==> src/hw/astc_pkg.sv <==
// Purpose: shared constants and types for the converter sample timing block
// Assumes: one 100 MHz clock, classic Wishbone register access
// Notes:   register byte offsets are word aligned
package astc_pkg;

  // ------------------------------------------------------------------
  // register map
  // ------------------------------------------------------------------
  localparam logic [7:0] ADDR_CONFIG   = 8'h00;
  localparam logic [7:0] ADDR_PERIOD   = 8'h04;
  localparam logic [7:0] ADDR_ACQ      = 8'h08;
  localparam logic [7:0] ADDR_STATUS   = 8'h0c;
  localparam logic [7:0] ADDR_MASK     = 8'h10;
  localparam logic [7:0] ADDR_CTRL     = 8'h14;
  localparam logic [7:0] ADDR_THRESH   = 8'h18;

  // config bit positions
  localparam int CFG_ADC_OFF   = 0;
  localparam int CFG_REF_OFF   = 1;
  localparam int CFG_IRQ_OFF   = 2;

  // status bit positions
  localparam int ST_SAMPLE     = 0;
  localparam int ST_FRAME      = 1;

  // reset values
  localparam logic [2:0]  CONFIG_RST   = 3'h0;
  localparam logic [15:0] PERIOD_RST   = 16'h013f;
  localparam logic [15:0] ACQ_RST      = 16'h002f;
  localparam logic [15:0] THRESH_RST   = 16'h0200;
  localparam logic [1:0]  MASK_RST     = 2'h0;

  // last sample index of an eight-sample frame, channel count and sample width
  localparam logic [2:0]  FRAME_LAST   = 3'h7;
  localparam int          NUM_CHAN     = 4;
  localparam int          SMP_W        = 16;

  typedef enum logic [1:0] {
    ST_IDLE   = 2'b00,
    ST_SETTLE = 2'b01,
    ST_CONV   = 2'b11
  } astc_state_e;

  typedef struct packed {
    logic        cyc;
    logic        stb;
    logic        we;
    logic [3:0]  sel;
    logic [7:0]  adr;
    logic [31:0] dat;
  } astc_wb_req_s;

endpackage

==> src/hw/astc_top.sv <==
// Purpose: converter sample rhythm, settling delay and gain switching control
// Assumes: classic Wishbone slave, single 100 MHz clock
// Notes:   software rescales period and settling counts for other clock rates

module astc_top
  import astc_pkg::*;
(
  // clock and reset
  input  wire logic                        clk_i,
  input  wire logic                        rst_i,
  // wishbone slave
  input  wire logic                        cyc_i,
  input  wire logic                        stb_i,
  input  wire logic                        we_i,
  input  wire logic [3:0]                  sel_i,
  input  wire logic [7:0]                  adr_i,
  input  wire logic [31:0]                 dat_i,
  output logic      [31:0]                 dat_o,
  output logic                             ack_o,
  // converter
  input  wire logic                        conv_done_i,
  input  wire logic [NUM_CHAN*SMP_W-1:0]   smp_mag_i,
  output logic                             adc_pwr_o,
  output logic                             ref_buf_en_o,
  output logic                             conv_start_o,
  output logic      [NUM_CHAN-1:0]         gain_hi_o,
  output logic                             frame_o,
  // interrupt
  output logic                             irq_o
);

  astc_wb_req_s req;
  assign req = '{cyc: cyc_i, stb: stb_i, we: we_i, sel: sel_i, adr: adr_i, dat: dat_i};

  logic [2:0]   config_reg;
  logic [15:0]  period_reg;
  logic [15:0]  acq_reg;
  logic [15:0]  thresh_reg;
  logic [1:0]   status_reg;
  logic [1:0]   mask_reg;
  logic [15:0]  rate_cnt_reg;
  logic [15:0]  acq_cnt_reg;
  logic [2:0]   smp_idx_reg;
  astc_state_e  state_reg;
  logic         wr_en;
  logic         sample_tick;
  logic         smp_ev;
  logic         frame_ev;
  logic [1:0]   w1c;

  // a write lands on the edge at which the master samples ack, not one edge before it
  assign wr_en = req.cyc && req.stb && req.we && ack_o && req.sel[0];

  // ------------------------------------------------------------------
  // register writes
  // ------------------------------------------------------------------
  always_ff @(posedge clk_i) begin
    if (rst_i) begin
      config_reg <= CONFIG_RST;
      period_reg <= PERIOD_RST;
      acq_reg    <= ACQ_RST;
      thresh_reg <= THRESH_RST;
      mask_reg   <= MASK_RST;
    end else if (wr_en) begin
      case (req.adr)
        ADDR_CONFIG: config_reg <= req.dat[2:0];
        ADDR_PERIOD: if (req.sel[1]) period_reg <= req.dat[15:0];
        ADDR_ACQ:    if (req.sel[1]) acq_reg <= req.dat[15:0];
        ADDR_THRESH: if (req.sel[1]) thresh_reg <= req.dat[15:0];
        ADDR_MASK:   mask_reg <= req.dat[1:0];
        default:     ;
      endcase
    end
  end

  // ------------------------------------------------------------------
  // read path and acknowledge, one wait state
  // ------------------------------------------------------------------
  always_ff @(posedge clk_i) begin
    if (rst_i) begin
      ack_o <= 1'b0;
      dat_o <= 32'h0;
    end else begin
      ack_o <= req.cyc && req.stb && !ack_o;
      case (req.adr)
        ADDR_CONFIG: dat_o <= {29'h0, config_reg};
        ADDR_PERIOD: dat_o <= {16'h0, period_reg};
        ADDR_ACQ:    dat_o <= {16'h0, acq_reg};
        ADDR_STATUS: dat_o <= {30'h0, status_reg};
        ADDR_MASK:   dat_o <= {30'h0, mask_reg};
        ADDR_CTRL:   dat_o <= {27'h0, smp_idx_reg, state_reg};
        ADDR_THRESH: dat_o <= {16'h0, thresh_reg};
        default:     dat_o <= 32'h0;
      endcase
    end
  end

  // ------------------------------------------------------------------
  // sample rate divider
  // ------------------------------------------------------------------
  assign sample_tick = !config_reg[CFG_ADC_OFF] && (rate_cnt_reg == period_reg);

  always_ff @(posedge clk_i) begin
    if (rst_i || config_reg[CFG_ADC_OFF]) begin
      rate_cnt_reg <= 16'h0;
    end else if (sample_tick) begin
      rate_cnt_reg <= 16'h0;
    end else begin
      rate_cnt_reg <= rate_cnt_reg + 16'h1;
    end
  end

  // ------------------------------------------------------------------
  // power-on, settle, convert sequence
  // ------------------------------------------------------------------
  always_ff @(posedge clk_i) begin
    if (rst_i || config_reg[CFG_ADC_OFF]) begin
      state_reg    <= ST_IDLE;
      acq_cnt_reg  <= 16'h0;
      adc_pwr_o    <= 1'b0;
      conv_start_o <= 1'b0;
    end else begin
      conv_start_o <= 1'b0;
      case (state_reg)
        ST_IDLE: if (sample_tick) begin
          state_reg   <= ST_SETTLE;
          acq_cnt_reg <= 16'h0;
          adc_pwr_o   <= 1'b1;
        end
        ST_SETTLE: if (acq_cnt_reg == acq_reg) begin
          state_reg    <= ST_CONV;
          conv_start_o <= 1'b1;
        end else begin
          acq_cnt_reg <= acq_cnt_reg + 16'h1;
        end
        // a tick during conversion is dropped; period must exceed settle plus convert
        ST_CONV: if (conv_done_i) begin
          state_reg <= ST_IDLE;
          adc_pwr_o <= 1'b0;
        end
        default: state_reg <= ST_IDLE;
      endcase
    end
  end

  // ------------------------------------------------------------------
  // frame grouping
  // ------------------------------------------------------------------
  assign smp_ev   = (state_reg == ST_CONV) && conv_done_i && !config_reg[CFG_ADC_OFF];
  assign frame_ev = smp_ev && (smp_idx_reg == FRAME_LAST);

  always_ff @(posedge clk_i) begin
    if (rst_i) begin
      smp_idx_reg <= 3'h0;
      frame_o     <= 1'b0;
    end else begin
      frame_o <= frame_ev;
      if (smp_ev) begin
        smp_idx_reg <= smp_idx_reg + 3'h1;
      end
    end
  end

  always_ff @(posedge clk_i) begin
    if (rst_i) begin
      ref_buf_en_o <= 1'b0;
    end else begin
      ref_buf_en_o <= !config_reg[CFG_ADC_OFF] && !config_reg[CFG_REF_OFF];
    end
  end

  // ------------------------------------------------------------------
  // interrupt status, set wins over write-one-clear
  // ------------------------------------------------------------------
  assign w1c = (wr_en && req.adr == ADDR_STATUS) ? req.dat[1:0] : 2'h0;

  always_ff @(posedge clk_i) begin
    if (rst_i) begin
      status_reg <= 2'h0;
      irq_o      <= 1'b0;
    end else begin
      status_reg[ST_SAMPLE] <= smp_ev || (status_reg[ST_SAMPLE] && !w1c[ST_SAMPLE]);
      status_reg[ST_FRAME]  <= frame_ev || (status_reg[ST_FRAME] && !w1c[ST_FRAME]);
      irq_o <= !config_reg[CFG_IRQ_OFF] && |(status_reg & mask_reg);
    end
  end

  astc_gain_sel u_gain (
    .clk_i       (clk_i),
    .rst_i       (rst_i),
    .smp_valid_i (smp_ev),
    .smp_mag_i   (smp_mag_i),
    .thresh_i    (thresh_reg),
    .gain_hi_o   (gain_hi_o)
  );

  // ------------------------------------------------------------------
  // checks
  // ------------------------------------------------------------------
  AST_PERIOD: assert property (@(posedge clk_i) disable iff (rst_i)
    sample_tick && !config_reg[CFG_ADC_OFF] && $stable(period_reg) && (period_reg != 16'h0) |=> !sample_tick)
    else $error("sample tick repeated too soon");
  AST_TICK_ROLL: assert property (@(posedge clk_i) disable iff (rst_i)
    sample_tick |=> (rate_cnt_reg == 16'h0) || config_reg[CFG_ADC_OFF])
    else $error("rate counter not cleared on tick");
  AST_SETTLE: assert property (@(posedge clk_i) disable iff (rst_i)
    conv_start_o |-> $past(state_reg) == ST_SETTLE && $past(acq_cnt_reg) == $past(acq_reg))
    else $error("conversion started before settling");
  AST_PWR_START: assert property (@(posedge clk_i) disable iff (rst_i)
    conv_start_o |-> adc_pwr_o)
    else $error("conversion without power");
  AST_ADC_OFF: assert property (@(posedge clk_i) disable iff (rst_i)
    config_reg[CFG_ADC_OFF] |=> !adc_pwr_o && !conv_start_o)
    else $error("converter active while disabled");
  AST_REF_OFF: assert property (@(posedge clk_i) disable iff (rst_i)
    config_reg[CFG_REF_OFF] && $past(config_reg[CFG_REF_OFF]) |-> !ref_buf_en_o)
    else $error("reference buffer on while disabled");
  AST_IRQ_OFF: assert property (@(posedge clk_i) disable iff (rst_i)
    $past(config_reg[CFG_IRQ_OFF]) |-> !irq_o)
    else $error("interrupt raised while disabled");
  AST_GAIN: assert property (@(posedge clk_i) disable iff (rst_i)
    smp_ev && smp_mag_i[SMP_W-1:0] < thresh_reg |=> gain_hi_o[0])
    else $error("gain not engaged for small input");
  AST_FRAME: assert property (@(posedge clk_i) disable iff (rst_i)
    frame_o |-> $past(smp_idx_reg) == FRAME_LAST && smp_idx_reg == 3'h0)
    else $error("frame not on eighth sample");

endmodule

==> src/hw/astc_gain_sel.sv <==
// Purpose: per channel automatic gain-of-32 switching
// Assumes: sample magnitudes arrive with a one-cycle valid
// Notes:   gain engages below threshold, released at or above it
module astc_gain_sel
  import astc_pkg::*;
(
  // clock and reset
  input  wire logic                         clk_i,
  input  wire logic                         rst_i,
  // samples
  input  wire logic                         smp_valid_i,
  input  wire logic [NUM_CHAN*SMP_W-1:0]    smp_mag_i,
  input  wire logic [15:0]                  thresh_i,
  // gain selects
  output logic      [NUM_CHAN-1:0]          gain_hi_o
);

  // ------------------------------------------------------------------
  // one decision per channel
  // ------------------------------------------------------------------
  for (genvar g = 0; g < NUM_CHAN; g++) begin : g_ch
    always_ff @(posedge clk_i) begin
      if (rst_i) begin
        gain_hi_o[g] <= 1'b0;
      end else if (smp_valid_i) begin
        // a saturated high-gain reading also reads large, so it falls back
        gain_hi_o[g] <= (smp_mag_i[g*SMP_W +: SMP_W] < thresh_i);
      end
    end
  end

endmodule

==> config.mk <==
export PLATFORM = sky130hd
export DESIGN_NAME = astc_top
export DESIGN_NICKNAME = d
export VERILOG_FILES = /design/src/hw/astc_pkg.sv /design/src/hw/astc_top.sv /design/src/hw/astc_gain_sel.sv
export SDC_FILE = /design/constraint.sdc
export NUM_CORES = 1
export LEC_CHECK = 0
export BUFFER_PORTS_ARGS = -buffer_cell sky130_fd_sc_hd__buf_2
export CORE_ASPECT_RATIO = 0.9
export CORE_UTILIZATION = 49
export CTS_BUF_LIST = sky130_fd_sc_hd__clkbuf_8 sky130_fd_sc_hd__clkbuf_16
export CTS_CLUSTER_DIAMETER = 100
export CTS_CLUSTER_SIZE = 40
export DETAILED_ROUTE_END_ITERATION = 6
export PLACE_DENSITY = 0.88
export RECOVER_POWER = 25
export REMOVE_ABC_BUFFERS = 1
export SLEW_MARGIN = 40
export SYNTH_ARGS = -nofsm -noshare
export SYNTH_HDL_FRONTEND = slang
export SYNTH_HIERARCHICAL = 1
export SYNTH_SLANG_ARGS = --single-unit
==> constraint.sdc <==
create_clock -name clk_i -period 1.7 [get_ports clk_i]
set_input_delay 0.34 -clock clk_i [delete_from_list [all_inputs] [get_ports clk_i]]
set_output_delay 0.34 -clock clk_i [all_outputs]
set_load 0.1 [all_outputs]
==> impl_results.md, run 1 <==
* RSZ-0062 raised after global routing: true
* NumNets Final at approximately 1.2k
* MaxCap Viol Count at 0
* Die X at between 100 and 150 um
* CP peak stage delay at about 350 ps
* Most common cell on crit path: nand4_1
* Global-route wire length before repair at roughly 35000 um
* Largest net degree at the start of global routing at 34
* I/O Buffers at between 100 and 150
* GRT Total Usage at 31.6%
* Leakage power total at roughly 0.0038 uW
* DR WL/cell at between 20 and 25 um
* Final WL at 29000 um
* Rows at 39
* Post-route ant nets at 0
* Initial antenna violation count at 0
* Residual DRC at 35
* Synth Flop Type: dfxtp_1
* Power Dens Cells at between 700 and 800 nW/um^2
* Synth async-reset ratio at 0%
* Avg Cell Area, Syn at roughly 8.5 um^2
* Die Height at 112 um
* Peak supply drop at approximately 0.76 mV
* Crit path DAT at 2330 ps
* Core Area at 12900 um^2
* Outcome: complete, but fails checks
* Min setup slack post-route at -329 ps
* H-tree depth at 4
* Via count at about 8.1k
* Achievable Freq at just under 0.5 GHz
* Crit Path Max Fanout at 4
* Register area share after synthesis at between 30% and 40%
* Ant. Diodes at 0
* Worst hold slack at 166 ps
* Vias in the first global route at about 7k
* Synth cell types at 58
* Relative slew slack at 41.4%
* GR Overflow Total at 0
* Sum Neg Setup Slack at -8750 ps
* Die Footprint at approximately 14000 um^2
* Yosys warnings at 6
* Clk_lat worst skew at approximately 430 ps
* Failing checks: design-rule violations, negative setup slack
* Crit Path Category: reg2reg
* Period utilization at 119%
* Synth area leader: dfxtp_1
* Vias per cell at 6.82
* Seq cells post-synth at approximately 120
* Mapped Area at ~6600 um^2
* DP Area at approximately 8000 um^2
* Ports at ~160
* Synth area leaders: dfxtp_1 36%, ha_1 12%, nand2_1 7.5%
* Crit-path slowest cell: a311o_1
* Finished Cell Area at 9470 um^2
* Maximum clock insertion buffer count at 2
* # setup viols final at between 60 and 70
* Worst EP required at roughly 2000 ps
* Final Max Tran Viols at 0
* Ratio of cells with drive above 1 in the final layout at around two fifths
* P&R area growth vs syn at 42.6%
* Worst setup SP type: flip-flop
* Final hold violation count at 0
* DRT iter0 DRCs at approximately 1.7k
* Hpwl dp at ~15000 um
* Clock Tree Root: clkbuf_16
* TritonCTS Buffers at 17
* Worst clock skew at 13.0 ps
* CTS clk-pin slew, worst paths at approximately 60 ps
* Critical path endpoint category: flip-flop
* Worst-margin pin slew at approximately 880 ps
* Post-synth EDFFs at 0
* Initial core utilization at 51.3%
* Post-Synthesis Cells at a little under 800
* Drt pass-1 iters at 7
* Core Util, Final at about three quarters
* Post-cts hold buffer count at 0
* Sink Count at ~120
* Hold Path Class: in2reg
* Top cell type's share of synthesized area at a little over a third
* CP cell instances: xnor2_1 -> nand4_1 -> nor3_2 -> nand4_1 -> and2_4 -> a311o_1
* TritonCTS clock tree: done
* Gpl congestion at 0.961
* Min cycle time layout at around 2000 ps
per-layer routing:
metal	part of all wire [%]	wire, um	GRT usage (%)	up-vias
li1	-	-	-	3223
met1	33	9660	36.8	3646
met2	44	12800	53.9	893
met3	13	3770	7.96	317
met4	9.7	2810	16.3	0
met5	0	0	0	-
final cells by class:
cell class	count	area (um^2)
Timing Repair Buffer	244	1590
Multi-Input combinational cell	604	4550
Clock buffer	20	467
Sequential cell	118	2410
Clock inverter	12	151
Tap cell	164	205
Fill cell	767	3460
Inverter	23	91.3
power breakdown:
group          switching, uW  internal (uW)  leakage (uW)  total [uW]
combinational            514            260       0.00254         773
clock                   1400           2410      0.000290        3810
sequential              9.65           2770      0.000966        2780
total                   1920           5440       0.00380        7360
metrics by stage:
| stage | worst slack [ps] | instances | total power (uW) |
|---|---|---|---|
| global route | -362 | 1185 | 7490 |
| CTS | -146 | 1172 | 7140 |
| floorplan | -1030 | 744 | 3190 |
| finish | -329 | 1185 | 7360 |
| global placement | -164 | 1135 | 3430 |
| detailed placement | -232 | 1135 | 3450 |
layout by cell type, fill, tap and decap left out, types with 4 or more instances in the layout:
cell type,count
nand3_1,47
xnor2_1,15
ha_4,11
buf_12,4
inv_2,5
buf_2,120
dfxtp_4,6
and3_1,7
a211o_1,4
a222oi_1,13
a21oi_1,55
inv_1,16
dfxtp_2,22
a22oi_1,11
nor2_1,42
a31o_1,8
clkbuf_16,18
a31oi_1,6
nand4_1,12
dfxtp_1,90
mux2i_1,16
xor2_2,10
nor2b_1,5
buf_4,111
o21ai_1,4
xor2_1,19
ha_1,53
clkinvlp_4,5
o211ai_1,13
nand2_1,133
nor3_1,7
nor3_2,4
nor4_4,4
conb_1,16
nor2_4,17
nand2b_1,5
o21a_1,5
what timing repair did:
item,in CTS,in global routing
endpoints found under the setup margin,37,39
cloned,0,2
setup buffers,5,11
pin swaps,8,44
gates resized for setup,26,117
cell families (layout without fill, tap and decap cells):
| group | count (synthesis) | count (layout) | synth area share, % |
|---|---|---|---|
| AOI/OAI and AO/OA | 150 | 150 | 15.9 |
| xor gates and xnor gates | 47 | 47 | 6.20 |
| adders and majority gates | 64 | 64 | 12.1 |
| buffers and inverters | 72 | 299 | 5.71 |
| DFF | 118 | 118 | 35.6 |
| muxes | 17 | 17 | 2.58 |
| other | 1 | 16 | 0.0565 |
| and+or+nand+nor | 309 | 310 | 21.9 |
worst paths after layout:
check	startpoint	endpoint	slack [ps]	cells after the start
worst max register to register	period_reg[8]	acq_cnt_reg[14]	-330	6
worst min register to register	ack_o	ack_o	440	1
worst max-delay path	period_reg[8]	acq_cnt_reg[14]	-330	6
worst min-delay path	stb_i	ack_o	170	3
cells in the mapped netlist (all sizes together) (3+ instances only):
cell type and instances:
a211oi 4, nand4 14, mux2i 16, nor2b 5, o21a 5, o21ai 7
a21oi 55, a22oi 11, or2 3, nand2 134, nand2b 7, nand3 50
o211ai 13, clkbuf 19, xnor2 17, inv 23, a211o 4, xor2 30
a222oi 13, o41ai 5, a31o 8, nor4 6, a2111oi 4, o31ai 3
and3 10, nor2 61, a31oi 9, a2bb2oi 4, nor3 11, dfxtp 118
buf 30, ha 64
critical path, delay by kind of cell, from the launching register on:
family	cells	cell delay [ps]
compound gates	1	350
xor+xnor	1	290
flops	1	340
simple gates	4	910
Note: power is estimated with default switching activity, not from simulation.
==> inputs of run 2 (changes only) <==
- PLACE_DENSITY: 0.88 -> 0.77
==> run 2 against run 1 <==
Cell count fell by 0.59%. The run ends with negative setup slack left. First-iteration DRC count fell by 67%. Worst setup slack improved by 160 ps. Clock skew fell by 3.5 ps. Cell area fell by 5.9%. Global-route usage fell by 3.7 points. Largest cell class unchanged. Via count fell by 17%.
==> impl_results.md, run 2 (synthesis gave the netlist of run 1 again) <==
* Outcome: complete, but fails checks
* Failing checks: negative setup slack
* CTS clk-pin slew, worst paths at 60 ps (about the same)
* Post-route ant nets at 0 (unchanged)
* Hold Crit Depth at 3 (unchanged)
* Ant. Diodes at 0 (unchanged)
* GRT Total Usage at 27.9% (-3.7 points)
* GRT busiest layer: met2
* MaxCap Viol Count at 0 (unchanged)
* Finished Cell Area at 8910 um^2 (-5.9%)
* Hold Path Class: in2reg
* Min setup slack post-route at -165 ps (+164 ps)
* GR Overflow Total at 0 (unchanged)
* Via count at 6683 (-17%)
* Min cycle time layout at 1870 ps (-164 ps)
* CP delay by family, top: simple AND/OR/NAND/NOR gates
* Non-Filler Instances at 1178 (-0.59%)
* Largest net degree at the start of global routing at 52 (+53%)
* Final Max Tran Viols at 0 (unchanged)
* H-tree depth at 4 (unchanged)
* Residual DRC at 0 (-100%)
* Vias in the first global route at 6172 (-12%)
* Crit-path slowest cell: a311o_1
* Ratio of cells with drive above 1 in the final layout at 31.1% (-7.3 points)
* TritonCTS Buffers at 17 (unchanged)
* Achievable Freq at 0.536 GHz (+8.8%)
* Crit Path Category: reg2reg
* TritonCTS clock tree: done
* CP cell instances: xnor2_1 -> nand4_1 -> nor3_2 -> nand4_1 -> and2_4 -> a311o_1
* # setup viols final at 17 (-73%)
* Peak supply drop at 0.787 mV (+4.1%)
* Hpwl dp at 14000 um (-7.2%)
* DR WL/cell at 16.7 um (-32%)
* Commonest cells after routing, fill and taps aside: 132 x nand2_1, 118 x buf_2, 110 x dfxtp_1
* Placed cells at 1139 (+0.35%)
* Vias per cell at 5.67 (-17%)
* Final WL at 19700 um (-32%)
* Final hold violation count at 0 (unchanged)
* Worst EP required at 1990 ps (about the same)
* Leakage power total at 0.00368 uW (-3.2%)
* Core Area at 12900 um^2 (unchanged)
* Multi-input logic area at 4180 um^2 (-8.1%)
* Maximum clock insertion buffer count at 2 (unchanged)
* Global-route wire length before repair at 30800 um (-12%)
* FF-to-FF setup slack at -170 ps (+160 ps)
* Gpl congestion at 0.920 (-4.3%)
* Crit path DAT at 2160 ps (-170 ps)
* Worst r2r src: period_reg[5]
* Worst reg2reg endpoint: acq_cnt_reg[14]
* Ports at 156 (unchanged)
* Fillers at 961 (+25%)
* Sink Count at 118 (unchanged)
* RSZ-0062 raised after global routing: true
* Worst setup SP type: flip-flop
* Period utilization at 110% (-9.7 points)
* Commonest non-fill, non-tap cell in the layout: nand2_1
* Die X at 125 um (unchanged)
* I/O Buffers at 121 (unchanged)
* Die Footprint at 14000 um^2 (unchanged)
* Initial core utilization at 51.3% (unchanged)
* CP peak stage delay at 350 ps (about the same)
* Crit Path Max Fanout at 6 (+2)
* CP Buf/Inv Count at 0 (unchanged)
* Clk_lat worst skew at 420 ps (about the same)
* Core Util, Final at 68.9% (-4.3 points)
* P&R area growth vs syn at 34.2%
* Worst-margin pin slew at 769 ps (-109 ps)
* Hold Path End: ack_o
* Rows at 39 (unchanged)
* Grt met2 use at 43.8% (-10 points)
* DP Area at 8090 um^2 (+0.53%)
* HP Start: stb_i
* Drt pass-1 iters at 7 (unchanged)
* Met1 Track Usage GR at 37.4% (+0.58 points)
* Clock Tree Root: clkbuf_16
* NumNets Final at 1179 (-0.59%)
* Grt met3 use at 5.53% (-2.4 points)
* Power Dens Cells at 752 nW/um^2 (-3.2%)
* DRT iter0 DRCs at 566 (-67%)
* Worst clock skew at 9.51 ps (-3.46 ps)
* Initial antenna violation count at 0 (unchanged)
* Worst hold slack at 167 ps (+0.263 ps)
* Die Height at 112 um (unchanged)
* Relative slew slack at 48.7% (+7.3 points)
* R2R cell count at 6 (unchanged)
* Register area at 2380 um^2 (-1.3%)
* Critical path endpoint category: flip-flop
* Most common cell on crit path: nand4_1
-- run 2: cell types whose count changed in the layout (fill, tap and decap cells not counted), moves of 4 or more --
cell,delta
nor2_4,-15
dfxtp_2,-17
xor2_1,+4
dfxtp_1,+20
ha_1,+5
nor2_1,+16
inv_1,+8
clkbuf_1,+4
nor4_4,-4
ha_4,-6
buf_4,-10
-- run 2: layout make-up --
type | count | area share [%]
clock inverters | 15 | 1.33
multi-input cells | 605 | 46.9
flip-flops and latches | 118 | 26.7
well taps | 164 | 2.30
inverters | 23 | 0.969
repair buffers | 236 | 17.0
clock buffers | 17 | 4.78
-- run 2: worst register-to-register path, cell delays in order (launching register included) --
cell and delay (ps):
dfxtp_1 320, xnor2_1 190, nand4_1 140, nor3_2 300
nand4_1 210, and2_4 230, a311o_1 350
-- run 2: repair_timing --
action | 4_1_cts | 5_1_grt
buffers inserted | 5 | 0
endpoints found under the setup margin | 14 | 39
gates resized for setup | 24 | 23
hold buffers | 0 | 0
pin swaps | 19 | 7
gates cloned | 2 | 0
-- run 2: how the worst max path moves through the flow --
stage / cells past startpoint / startpoint / to / slack, ps
after floorplan: 5 / ack_o / period_reg[0] / -1030
after global placement: 7 / acq_cnt_reg[0] / acq_cnt_reg[14] / -170
after detailed placement: 7 / acq_cnt_reg[0] / acq_cnt_reg[14] / -210
after CTS: 7 / acq_reg[4] / acq_cnt_reg[4] / -100
after global routing: 6 / period_reg[5] / acq_cnt_reg[14] / -230
final: 6 / period_reg[5] / acq_cnt_reg[14] / -170
-- run 2: stage by stage --
| stage | setup WS (ps) | TNS [ps] | total power, uW |
|---|---|---|---|
| after floorplan | -1030 | -39900 | 3190 |
| after global placement | -175 | -2380 | 3430 |
| after detailed placement | -207 | -2440 | 3440 |
| after CTS | -97.4 | -412 | 6690 |
| after global routing | -232 | -2810 | 6920 |
| final | -165 | -1390 | 6700 |
-- run 2: power by group --
group          switching (uW)  internal (uW)
registers                5.14           2770
clock network            1310           1980
logic                     417            220
-- run 2: per-layer routing --
| layer | vias to the layer above | wire [um] | part of all wire [%] |
|---|---|---|---|
| li1 | 3206 | - | - |
| met1 | 3102 | 8650 | 44 |
| met2 | 327 | 8890 | 45 |
| met3 | 48 | 1530 | 7.8 |
| met4 | 0 | 610 | 3.1 |
| met5 | - | 0 | 0 |
==> inputs of run 3 (changes only) <==
- CAP_MARGIN: default -> 10
- RECOVER_POWER: 25 -> 100
==> run 3 against run 2 <==
The run still ends with negative setup slack left. Utilization is 0.29 points lower. Combinational power about the same. Power is essentially flat. Worst hold slack lost 1.3 ps. Die area did not move.
==> impl_results.md, run 3 (synthesis gave the netlist of run 1 again) <==
* Achievable Freq at 0.537 GHz (+0.15%)
* Post-route ant nets at 0 (unchanged)
* Clk_lat worst skew at 420 ps (about the same)
* Worst-margin pin slew at 781 ps (+11.6 ps)
* Final hold violation count at 0 (unchanged)
* # setup viols final at 18 (+1)
* CTS clk-pin slew, worst paths at 60 ps (about the same)
* Failing checks: negative setup slack
* Outcome: complete, but fails checks
* NumNets Final at 1179 (unchanged)
* Die Height at 112 um (unchanged)
* Placed cells at 1139 (unchanged)
* Commonest cells after routing, fill and taps aside: 132 x nand2_1, 110 x dfxtp_1, 99 x buf_2
* Clock Tree Root: clkbuf_16
* Min setup slack post-route at -162 ps (+2.87 ps)
* Relative slew slack at 47.9% (-0.78 points)
* Critical path endpoint category: flip-flop
* TritonCTS Buffers at 17 (unchanged)
* Die X at 125 um (unchanged)
* Crit path DAT at 2160 ps (about the same)
* Via count at 6686 (+0.045%)
* Crit Path Max Fanout at 6 (unchanged)
* Drt pass-1 iters at 6 (-1)
* Initial antenna violation count at 0 (unchanged)
* Vias per cell at 5.68 (about the same)
* Ports at 156 (unchanged)
* Sink Count at 118 (unchanged)
* Hpwl dp at 14000 um (unchanged)
* Die Footprint at 14000 um^2 (unchanged)
* Initial core utilization at 51.3% (unchanged)
* Core Area at 12900 um^2 (unchanged)
* Post-cts hold buffer count at 0 (unchanged)
* H-tree depth at 4 (unchanged)
* Largest net degree at the start of global routing at 52 (unchanged)
* Maximum clock insertion buffer count at 2 (unchanged)
* Hold Path Class: in2reg
* DR WL/cell at 16.7 um (-0.20%)
* GR Overflow Total at 0 (unchanged)
* DRT iter0 DRCs at 505 (-11%)
* GRT Total Usage at 27.9% (unchanged)
* Power Dens Cells at 756 nW/um^2 (+0.47%)
* Period utilization at 110% (-0.17 points)
* Rows at 39 (unchanged)
* Final Max Tran Viols at 0 (unchanged)
* Global-route wire length before repair at 30800 um (unchanged)
* I/O Buffers at 121 (unchanged)
* Vias in the first global route at 6172 (unchanged)
* Crit Path Category: reg2reg
* Worst EP required at 2000 ps (about the same)
* Final WL at 19600 um (-0.20%)
* MaxCap Viol Count at 0 (unchanged)
* Worst clock skew at 9.29 ps (-0.216 ps)
* Worst hold slack at 165 ps (-1.26 ps)
* Gpl congestion at 0.920 (unchanged)
* Residual DRC at 0 (unchanged)
* TritonCTS clock tree: done
* Ant. Diodes at 0 (unchanged)
* Non-Filler Instances at 1178 (unchanged)
* P&R area growth vs syn at 33.6%
* Peak supply drop at 0.790 mV (+0.37%)
* Worst setup SP type: flip-flop
* Commonest non-fill, non-tap cell in the layout: nand2_1
* Leakage power total at 0.00364 uW (-0.89%)
* RSZ-0062 raised after global routing: true
* Min cycle time layout at 1860 ps (-2.87 ps)
* Ratio of cells with drive above 1 in the final layout at 30.9% (-0.20 points)
run 3: per-layer routing:
metal  global-route usage, %  wire (um)  vias up
met2                    43.8       8800      305
met1                    37.4       8720     3126
met4                    11.9        654        0
li1                        -          -     3209
met3                    5.53       1470       46
met5                       0          0        -
run 3: what timing repair did:
| item | in CTS | in global routing |
|---|---|---|
| pin swaps | 19 | 7 |
| resized for setup | 24 | 23 |
| cloned | 2 | 0 |
| endpoints found under the setup margin | 14 | 39 |
| buffers inserted | 5 | 0 |
run 3: metrics by stage:
stage	util, %	setup WS, ps	power [uW]	area (um^2)	setup TNS, ps
global placement	62.6	-175	3430	8090	-2380
global route	68.6	-232	6920	8870	-2920
CTS	67.9	-97.4	6690	8790	-412
finish	68.6	-162	6710	8870	-1420
detailed placement	62.6	-207	3440	8090	-2440
floorplan	-	-1030	3190	6400	-39900
run 3: area by class of cell:
type | count | area (um^2)
Inverter | 23 | 86.3
Timing Repair Buffer | 236 | 1480
Clock buffer | 17 | 425
Sequential cell | 118 | 2380
Clock inverter | 15 | 119
Multi-Input combinational cell | 605 | 4180
Tap cell | 164 | 205
Fill cell | 970 | 4060
run 3: critical path: stages, from the launching register on:
cell	delay, ps
dfxtp_1	320
xnor2_1	190
nand4_1	140
nor3_2	300
nand4_1	210
and2_4	230
a311o_1	350
run 3: worst paths after layout:
kind / from / to / slack, ps / cells past startpoint
hold / removal: stb_i / ack_o / 170 / 3
hold reg to reg: ack_o / ack_o / 430 / 1
setup / recovery: period_reg[5] / acq_cnt_reg[14] / -160 / 6
setup reg to reg: period_reg[5] / acq_cnt_reg[14] / -160 / 6
run 3: where the power goes:
group / switching, uW / total, uW / internal [uW]
clock: 1310 / 3290 / 1980
combinational: 416 / 636 / 220
sequential: 5.26 / 2780 / 2770
